### config.mk
export PLATFORM = sky130hd
export DESIGN_NAME = tep_rx_check
export DESIGN_NICKNAME = d
export VERILOG_FILES = /design/src/tep_pkg.sv /design/src/tep_sticky.sv /design/src/tep_rx_check.sv
export SDC_FILE = /design/constraint.sdc
export NUM_CORES = 1
export LEC_CHECK = 0
export BUFFER_PORTS_ARGS = -buffer_cell sky130_fd_sc_hd__buf_2
export CAP_MARGIN = 30
export CORE_AREA = 4 4 316 318
export DETAILED_ROUTE_END_ITERATION = 8
export DIE_AREA = 0 0 320 322
export HOLD_SLACK_MARGIN = 0.15
export PLACE_DENSITY = 0.41
export SLEW_MARGIN = 5
export SYNTH_ARGS = -nofsm -noshare
export SYNTH_HDL_FRONTEND = slang
export SYNTH_SLANG_ARGS = --single-unit
### constraint.sdc
create_clock -name clk_sys -period 10 [get_ports clk_sys]
set_input_delay 1.5 -clock clk_sys [delete_from_list [all_inputs] [get_ports clk_sys]]
set_output_delay 1.5 -clock clk_sys [all_outputs]
set_load 0.005 [all_outputs]
### src/tep_pkg.sv
// Package of constants shared by the receive error check and poison block.
package tep_pkg;
    localparam int TEP_HDR_W = 128;
    localparam int TEP_DATA_W = 64;
    // Header field positions, first header dword in bits 127:96.
    localparam int TEP_FMT_HI = 126;
    localparam int TEP_FMT_LO = 125;
    localparam int TEP_TYPE_HI = 124;
    localparam int TEP_TYPE_LO = 120;
    localparam int TEP_TC_HI = 118;
    localparam int TEP_TC_LO = 116;
    localparam int TEP_TD_BIT = 111;
    localparam int TEP_POISON_BIT = 110;
    localparam int TEP_LEN_HI = 105;
    localparam int TEP_LEN_LO = 96;
    localparam int TEP_LBE_HI = 71;
    localparam int TEP_LBE_LO = 68;
    localparam int TEP_FBE_HI = 67;
    localparam int TEP_FBE_LO = 64;
    localparam int TEP_ADDR32_HI = 31;
    localparam int TEP_ADDR32_LO = 2;
    localparam int TEP_ADDR64_HI = 31;
    localparam int TEP_ADDR64_LO = 2;
    // Format codes.
    localparam logic [1:0] TEP_FMT_3DW_ND = 2'h0;
    localparam logic [1:0] TEP_FMT_4DW_ND = 2'h1;
    localparam logic [1:0] TEP_FMT_3DW_D = 2'h2;
    localparam logic [1:0] TEP_FMT_4DW_D = 2'h3;
    // Type codes.
    localparam logic [4:0] TEP_TYPE_MEM = 5'h00;
    localparam logic [4:0] TEP_TYPE_MEMLK = 5'h01;
    localparam logic [4:0] TEP_TYPE_IO = 5'h02;
    localparam logic [4:0] TEP_TYPE_CFG0 = 5'h04;
    localparam logic [4:0] TEP_TYPE_CFG1 = 5'h05;
    localparam logic [4:0] TEP_TYPE_CPL = 5'h0A;
    localparam logic [4:0] TEP_TYPE_CPLLK = 5'h0B;
    localparam logic [1:0] TEP_TYPE_MSG_HI = 2'h2;
    localparam logic [2:0] TEP_TC_DEFAULT = 3'h0;
    localparam logic [3:0] TEP_BE_NONE = 4'h0;
    localparam logic [3:0] TEP_BE_ALL = 4'hF;
    localparam logic [9:0] TEP_LEN_ONE = 10'h001;
    // Dword offset within a 4 KB page is 10 bits, held in 11 bits with a zero top bit.
    localparam int TEP_PAGE_W = 11;
    localparam int TEP_DIGEST_DW = 1;
    // Flow control update timeout.
    localparam int TEP_FC_TIMEOUT_US = 200;
    localparam int TEP_CLK_MHZ = 200;
    localparam int TEP_FC_TIMEOUT_CYC = TEP_FC_TIMEOUT_US * TEP_CLK_MHZ;
    // Status register bit positions for the parity flags.
    localparam int TEP_STS_DPE_BIT = 15;
    localparam int TEP_STS_MDPE_BIT = 8;
    // Reset values.
    localparam logic TEP_FLAG_RST = 1'b0;
endpackage

### src/tep_sticky.sv
// One sticky status flag where a set in the same cycle beats a clear.
`timescale 1ns/1ps
module tep_sticky (
    input wire logic clk,
    input wire logic rstn,
    input wire logic setIn,
    input wire logic clrIn,
    output logic flag
);
    import tep_pkg::*;
    logic flag_nxt;

    // Next value: a set wins over a simultaneous clear.
    always_comb begin
        flag_nxt = flag;
        if (clrIn) begin
            flag_nxt = 1'b0;
        end
        if (setIn) begin
            flag_nxt = 1'b1;
        end
    end

    // Register the flag.
    always_ff @(posedge clk or negedge rstn) begin
        if (!rstn) begin
            flag <= TEP_FLAG_RST;
        end else begin
            flag <= flag_nxt;
        end
    end
endmodule

### src/tep_rx_check.sv
// Receive packet error checks, poison handling and parity status bits.
// Summary of operation
// - Packet over advertised credits flags fatal receiver overflow and is dropped.
// - No credit update within 200 us raises fatal flow credit fault.
// - Payload longer than configured maximum makes the packet malformed.
// - Digest bit and digest presence disagreeing makes the packet malformed.
// - Byte enable rule violations make the packet malformed.
// - Format and length fields not matching actual length: malformed.
// - Undefined format and type combination makes the packet malformed.
// - Memory request crossing a 4 KB boundary is malformed.
// - Message on non-default traffic class is malformed.
// - Packet on an uninitialised virtual channel is malformed.
// - Poison bit equal to one marks a packet poisoned.
// - Poisoned packets are forwarded and error status updated together.
// - Poisoned configuration writes are not applied to configuration space.
// - Configuration space responses always carry poison bit zero.
// - Any accepted poisoned packet sets detected parity error, status bit 15.
// - Master data parity bit 8 set only with parity enable on.
// - Poisoned outbound application packets go to the link unchanged.
`timescale 1ns/1ps
module tep_rx_check #(
    parameter int FC_TIMEOUT_CYC = tep_pkg::TEP_FC_TIMEOUT_CYC,
    parameter int VC_NUM = 1
) (
    input wire logic clk_sys,
    input wire logic resetn,
    // Received packet from the link side: header, dword count and flags, one cycle.
    input wire logic rxValid,
    input wire logic [tep_pkg::TEP_HDR_W-1:0] rxHdr,
    input wire logic [10:0] rxDataDw,
    input wire logic rxDigest,
    input wire logic [2:0] rxVc,
    input wire logic rxCreditOk,
    input wire logic fcUpdate,
    input wire logic [VC_NUM-1:0] vcInit,
    input wire logic [10:0] maxPayloadDw,
    // Parity enable bit of the command register.
    input wire logic parityEnable,
    input wire logic statusClear,
    // Outbound application packet and configuration response paths.
    input wire logic txValid,
    input wire logic [tep_pkg::TEP_HDR_W-1:0] txHdr,
    input wire logic cfgRspValid,
    input wire logic [tep_pkg::TEP_HDR_W-1:0] cfgRspHdr,
    // Forwarded received descriptor to the application.
    output logic appValid,
    output logic [tep_pkg::TEP_HDR_W-1:0] appHdr,
    output logic appPoison,
    output logic cfgWrValid,
    output logic [tep_pkg::TEP_HDR_W-1:0] cfgWrHdr,
    output logic linkValid,
    output logic [tep_pkg::TEP_HDR_W-1:0] linkHdr,
    output logic rxOverflowErr,
    output logic flow_credit_protocol_fault,
    output logic malformedErr,
    output logic poisonRcvd,
    output logic statusDetParity,
    output logic statusMasterParity
);
    import tep_pkg::*;

    logic rstSync1_r;
    logic rstSync2_r;
    logic rstn;

    // Reset release through two flip-flops.
    always_ff @(posedge clk_sys or negedge resetn) begin
        if (!resetn) begin
            rstSync1_r <= 1'b0;
            rstSync2_r <= 1'b0;
        end else begin
            rstSync1_r <= 1'b1;
            rstSync2_r <= rstSync1_r;
        end
    end
    assign rstn = rstSync2_r;

    // Header field extraction.
    logic [1:0] fmt;
    logic [4:0] typ;
    logic [2:0] tc;
    logic tdBit;
    logic poisonBit;
    logic [9:0] lenDw;
    logic [3:0] fbe;
    logic [3:0] lbe;
    logic hasData;
    logic is4dw;
    logic isMem;
    logic isIo;
    logic isCfg;
    logic isCpl;
    logic isMsg;
    logic isCfgWr;
    logic [11:0] lenEff;
    logic [TEP_PAGE_W-1:0] pageOff;
    assign fmt = rxHdr[TEP_FMT_HI:TEP_FMT_LO];
    assign typ = rxHdr[TEP_TYPE_HI:TEP_TYPE_LO];
    assign tc = rxHdr[TEP_TC_HI:TEP_TC_LO];
    assign tdBit = rxHdr[TEP_TD_BIT];
    assign poisonBit = rxHdr[TEP_POISON_BIT];
    assign lenDw = rxHdr[TEP_LEN_HI:TEP_LEN_LO];
    assign fbe = rxHdr[TEP_FBE_HI:TEP_FBE_LO];
    assign lbe = rxHdr[TEP_LBE_HI:TEP_LBE_LO];
    assign hasData = fmt[1];
    assign is4dw = fmt[0];
    assign isMem = (typ == TEP_TYPE_MEM) || (typ == TEP_TYPE_MEMLK);
    assign isIo = (typ == TEP_TYPE_IO);
    assign isCfg = (typ == TEP_TYPE_CFG0) || (typ == TEP_TYPE_CFG1);
    assign isCpl = (typ == TEP_TYPE_CPL) || (typ == TEP_TYPE_CPLLK);
    assign isMsg = (typ[4:3] == TEP_TYPE_MSG_HI);
    assign isCfgWr = isCfg && hasData;
    // Length zero encodes 1024 dwords.
    assign lenEff = (lenDw == 10'h000) ? 12'h400 : {2'h0, lenDw};
    // Dword offset within the 4 KB page from the low address.
    assign pageOff = is4dw ? {1'b0, rxHdr[TEP_ADDR64_LO+9:TEP_ADDR64_LO]}
                           : {1'b0, rxHdr[TEP_ADDR32_LO+9:TEP_ADDR32_LO]};

    // Individual malformed checks.
    logic badPayload;
    logic badDigest;
    logic badBe;
    logic badLen;
    logic badFmtType;
    logic badBoundary;
    logic badMsgTc;
    logic badVc;
    logic vcReady;
    logic malformed;
    logic [12:0] expDw;
    logic [12:0] endOff;

    always_comb begin
        badPayload = hasData && (lenEff > {1'b0, maxPayloadDw});
        badDigest = (tdBit != rxDigest);
        // Single dword requests need zero last enables; longer ones need both set.
        badBe = 1'b0;
        if (isMem || isIo || isCfg) begin
            if (lenEff == {2'h0, TEP_LEN_ONE}) begin
                badBe = (lbe != TEP_BE_NONE);
            end else begin
                badBe = (lbe == TEP_BE_NONE) || (fbe == TEP_BE_NONE);
            end
            if ((isIo || isCfg) && (lenEff != {2'h0, TEP_LEN_ONE})) begin
                badBe = 1'b1;
            end
        end
        expDw = hasData ? {1'b0, lenEff} : 13'h0000;
        badLen = ({2'h0, rxDataDw} != expDw);
        unique case (typ)
            TEP_TYPE_MEM, TEP_TYPE_MEMLK: badFmtType = 1'b0;
            TEP_TYPE_IO, TEP_TYPE_CFG0, TEP_TYPE_CFG1: badFmtType = is4dw;
            TEP_TYPE_CPL, TEP_TYPE_CPLLK: badFmtType = is4dw;
            default: badFmtType = !(isMsg && is4dw);
        endcase
        endOff = {2'h0, pageOff} + {1'b0, lenEff};
        badBoundary = isMem && (endOff > 13'h0400);
        badMsgTc = isMsg && (tc != TEP_TC_DEFAULT);
        vcReady = 1'b0;
        for (int i = 0; i < VC_NUM; i++) begin
            if (rxVc == 3'(i)) begin
                vcReady = vcInit[i];
            end
        end
        badVc = !vcReady;
        malformed = badPayload || badDigest || badBe || badLen || badFmtType
                    || badBoundary || badMsgTc || badVc;
    end

    // Flow control update watchdog; it restarts on every update and after a fault.
    // A dead link therefore keeps reporting the fault once per expired interval.
    localparam int FC_CNT_W = $clog2(FC_TIMEOUT_CYC + 1);
    localparam logic [FC_CNT_W-1:0] FC_LAST = FC_CNT_W'(FC_TIMEOUT_CYC - 1);
    localparam logic [FC_CNT_W-1:0] FC_STEP = FC_CNT_W'(1);
    logic [FC_CNT_W-1:0] fcCnt_r;
    logic [FC_CNT_W-1:0] fcCnt_nxt;
    logic fcFault_nxt;
    always_comb begin
        fcFault_nxt = 1'b0;
        if (fcUpdate) begin
            fcCnt_nxt = '0;
        end else if (fcCnt_r == FC_LAST) begin
            fcCnt_nxt = '0;
            fcFault_nxt = 1'b1;
        end else begin
            fcCnt_nxt = fcCnt_r + FC_STEP;
        end
    end

    // Forward and error pulse next values.
    logic overflow;
    logic dropIt;
    logic accepted;
    logic appValid_nxt;
    logic appPoison_nxt;
    logic cfgWrValid_nxt;
    logic linkValid_nxt;
    logic [TEP_HDR_W-1:0] linkHdr_nxt;
    logic ovfErr_nxt;
    logic malErr_nxt;
    logic poisonRcvd_nxt;
    logic txPoisonWr;
    logic rxPoisonCpl;
    logic mdpeSet;
    always_comb begin
        overflow = rxValid && !rxCreditOk;
        dropIt = overflow || malformed;
        // A packet survives when it fits the credits and passes every malformed check.
        accepted = rxValid && !dropIt;
        appValid_nxt = accepted && !isCfg;
        // Only a packet that really reaches the application carries the poison flag out.
        appPoison_nxt = appValid_nxt && poisonBit;
        cfgWrValid_nxt = accepted && isCfgWr && !poisonBit;
        // A response offered together with an outbound packet is lost, so callers keep them apart.
        linkValid_nxt = txValid || cfgRspValid;
        if (txValid) begin
            linkHdr_nxt = txHdr;
        end else begin
            linkHdr_nxt = cfgRspHdr;
            linkHdr_nxt[TEP_POISON_BIT] = 1'b0;
        end
        // Each error pulse lasts one cycle, so every offending packet is reported once.
        ovfErr_nxt = overflow;
        // Overflow already reports the packet, so the malformed pulse stays quiet then.
        malErr_nxt = rxValid && !overflow && malformed;
        poisonRcvd_nxt = accepted && poisonBit;
        // Master parity: a poisoned memory write going out or a poisoned completion coming in.
        txPoisonWr = txValid && txHdr[TEP_POISON_BIT] && txHdr[TEP_FMT_HI]
                     && (txHdr[TEP_TYPE_HI:TEP_TYPE_LO] == TEP_TYPE_MEM);
        rxPoisonCpl = accepted && isCpl && poisonBit;
        mdpeSet = parityEnable && (txPoisonWr || rxPoisonCpl);
    end

    // Register the flow control watchdog and its fault pulse.
    always_ff @(posedge clk_sys or negedge rstn) begin
        if (!rstn) begin
            fcCnt_r <= '0;
            flow_credit_protocol_fault <= 1'b0;
        end else begin
            fcCnt_r <= fcCnt_nxt;
            flow_credit_protocol_fault <= fcFault_nxt;
        end
    end

    // Register the receive forwarding outputs.
    always_ff @(posedge clk_sys or negedge rstn) begin
        if (!rstn) begin
            appValid <= 1'b0;
            appHdr <= '0;
            appPoison <= 1'b0;
            cfgWrValid <= 1'b0;
            cfgWrHdr <= '0;
        end else begin
            appValid <= appValid_nxt;
            appHdr <= rxHdr;
            appPoison <= appPoison_nxt;
            cfgWrValid <= cfgWrValid_nxt;
            cfgWrHdr <= rxHdr;
        end
    end

    // Register the outbound link path.
    always_ff @(posedge clk_sys or negedge rstn) begin
        if (!rstn) begin
            linkValid <= 1'b0;
            linkHdr <= '0;
        end else begin
            linkValid <= linkValid_nxt;
            linkHdr <= linkHdr_nxt;
        end
    end

    // Register the one-per-packet error pulses.
    always_ff @(posedge clk_sys or negedge rstn) begin
        if (!rstn) begin
            rxOverflowErr <= 1'b0;
            malformedErr <= 1'b0;
            poisonRcvd <= 1'b0;
        end else begin
            rxOverflowErr <= ovfErr_nxt;
            malformedErr <= malErr_nxt;
            poisonRcvd <= poisonRcvd_nxt;
        end
    end

    // Sticky parity status bits; a set in the same cycle beats the software clear.
    tep_sticky uDetParity (
        .clk(clk_sys),
        .rstn(rstn),
        .setIn(poisonRcvd_nxt),
        .clrIn(statusClear),
        .flag(statusDetParity)
    );

    tep_sticky uMasterParity (
        .clk(clk_sys),
        .rstn(rstn),
        .setIn(mdpeSet),
        .clrIn(statusClear),
        .flag(statusMasterParity)
    );
endmodule

==> flow_summary_export.csv <==
group,metric,value,unit
outcome,status,"completed",
power,powerDensity,167,nW/um^2
route,avgRoutedWirePerCell,19.1,um
yosys,synthFlopType,"dfrtp_1",
route,vias,9098,
critical_path,cp_common_cell,"buf_2",
worst_hold_path,hp-class,"reg2reg",
finish,layout_commonest_cell,"buf_2",
yosys,yosysWarningCount,0,
die,die-area,103000,sq um
finish,area_delta_synth_final,50.7,%
clocking,postCtsSetupBuffers,0,
clocking,cts_sinks,284,
route,drc,0,
placed_design,gp_congestion,0.829,
sta,relSlewSlack,41.8,%
critical_path,crit_chain,"buf_2 > ha_1 > inv_1 > fa_1 > or2b_1 > a21oi_1 > maj3_1 > o32ai_1 > nor3_1 > a311oi_1 > buf_2 > or4_1 > nor4b_2",
sta,fmax,238,MHz
route,antenna_left,0,
finish,drive_above_1_share,63.7,%
sta,hold_viol_final,0,
finish,fin_util,17.8,%
yosys,synth_top_area_share,62.3,%
yosys,synth_edf_count,0,
clocking,cts_made_buffers,35,
yosys,synth_area_per_cell,13.3,sq um
sta,skew,0.0229,ns
sta,fin_setup_tns,0,ns
critical_path,arrival,4.66,ns
critical_path,crit_buf_inv,3,
route,first_iter_violations,339,
yosys,syn_nets,1292,
global_route,antenna_found_initial,23,
yosys,synth_area_leaders,"dfrtp_1 62%, mux2_2 13%, buf_4 8.4%, ha_1 1.8%, nor2_1 1.5%",
global_route,grt-ovfl-total,0,
route,routed_via_density,3.19,
power,p_leak,8.33,nW
yosys,synth_cell_types,55,
yosys,syn_inst,855,
route,postRouteWirelength,54400,um
sta,fin_crit_sh,42.0,%
critical_path,path_class,"in2reg",
critical_path,required,10.46,ns
die,io_pins,814,
die,placementRows,114,
yosys,synth_seq_cells,284,
global_route,grt_pass1_wl,72600,um
clocking,cts.repair.resized,0,
yosys,post-synth-top-area-cell,"dfrtp_1",
sta,tightest_slew,0.873,ns
die,die_h,322,um
clocking,clock_latency,0.56,ns
yosys,synth-async-reset-ratio,100,%
clocking,clock_tree.buffer_depth,3,
sta,setup_viol,0,
flow_run,cap_viol_max_count,0,
critical_path,cpLargestDelayFamily,"simple AND/OR/NAND/NOR gates",
clocking,path_clk_slew,0.06,ns
placed_design,port_buffers,812,
yosys,synth_seq_area_share,62.3,%
critical_path,critPathMaxFanout,7,
clocking,cts_root_buf,"clkbuf_16",
route,dr.pass1.iters,4,
sta,final_max_slew_viol_count,0,
die,initial_core_util,11.8,%
critical_path,cpPeakStageDelay,0.49,ns
critical_path,cp-start-kind,"primary input",
global_route,grt_pass1_vias,9465,
clocking,cts_htree_levels,2,
clocking,tritoncts,"built",
critical_path,cpMaxStageDelayCell,"a21oi_1",
sta,rsz0062_at_grt,"false",
yosys,synth_area,11400,sq um
die,coreArea,96600,sq um
sta,period_needed,4.20,ns
global_route,track_usage,9.98,%
global_route,grt_max_degree,133,
placed_design,dp.final_hpwl,45600,um
critical_path,cp-end-kind,"flip-flop",
power,peakVddDrop,0.0991,mV
die,die_x,320,um
finish,nets,1988,
finish,final_cell_mix,"812 x buf_2, 283 x dfrtp_1, 128 x mux2_2",
clocking,hold_buffers,0,
[synth_stat cells, types with 12 or more instances]
library cell and instances:
mux2_2 128, nand3_1 19, xnor2_1 12, ha_1 16, a21oi_1 14, inv_1 20
clkbuf_1 25, nor2_1 46, o21ai_0 18, nand2_1 16, xor2_1 14, buf_4 128
dfrtp_1 284
[cell type report]
type                       instances  area [sq um]
timing repair buffer             818          4150
multi-input combinational        392          3150
clock buffer                      49          1020
clock inverter                     9          87.6
fill                           10733         79400
antenna                            7          17.5
tap                             1276          1600
sequential                       284          7110
inverter                          20          75.1
[kinds of logic (layout without fill, tap and decap cells)]
| logic type | after synthesis | after routing | synth area share [%] |
|---|---|---|---|
| flops | 284 | 284 | 62.3 |
| buf+inv | 179 | 896 | 10.1 |
| simple gates | 147 | 147 | 6.78 |
| mux | 128 | 128 | 12.6 |
| compound gates | 71 | 71 | 4.05 |
| xor+xnor | 26 | 26 | 2.00 |
| fa+ha+maj | 19 | 19 | 2.11 |
| other cells | 1 | 8 | 0.0329 |
[sequential cells by signal (all words and copies together) (netlist names)]
name,count
appPoison,1
appValid,1
cfgWrHdr,128
cfgWrValid,1
fcCnt_r,16
flow_credit_protocol_fault,1
linkHdr,128
linkValid,1
malformedErr,1
poisonRcvd,1
rstSync1_r,1
rstSync2_r,1
rxOverflowErr,1
uDetParity.flag,1
uMasterParity.flag,1
[metal layers]
metal | vias up | GRT usage, % | share of wire (%)
met5 | - | 0 | 0.099
met4 | 8 | 2.94 | 2.2
met3 | 62 | 4.33 | 11
met2 | 473 | 16.0 | 47
met1 | 4361 | 12.1 | 40
li1 | 4194 | - | -
[power breakdown]
| part | switching [mW] | internal (mW) | total [mW] |
|---|---|---|---|
| logic | 0.189 | 0.182 | 0.371 |
| clock network | 0.509 | 0.735 | 1.24 |
| registers | 0.0327 | 1.22 | 1.25 |
[worst paths after layout]
path | startpoint | end | slack (ns) | cells past startpoint
max reg2reg | rstSync2_r$_DFF_PN0_ | cfgWrHdr[82]$_DFF_PN0_ | 7.72 | 2
min reg2reg | rstSync1_r$_DFF_PN0_ | rstSync2_r$_DFF_PN0_ | 0.35 | 0
min in group asynchronous | rstSync2_r$_DFF_PN0_ | linkHdr[123]$_DFF_PN0_ | 0.38 | 0
max in group asynchronous | rstSync2_r$_DFF_PN0_ | cfgWrHdr[82]$_DFF_PN0_ | 7.72 | 2
max | rxHdr[96] | cfgWrValid$_DFF_PN0_ | 5.80 | 13
min | rstSync1_r$_DFF_PN0_ | rstSync2_r$_DFF_PN0_ | 0.35 | 0
[metrics by stage]
step           hold WS [ns]  power (mW)  setup WS (ns)  instances  area [sq um]
2_1_floorplan         0.331        1.43           1.50        855         11400
3_5_place_dp          0.343        1.65           5.27       2790         16100
3_3_place_gp          0.335        1.65           4.88       2788         16000
5_1_grt               0.367        3.02           5.65       2851         17200
4_1_cts               0.354        2.94           5.86       2848         17200
6_report              0.350        2.86           5.80       2855         17200
Power figures use the tool's default switching activity.
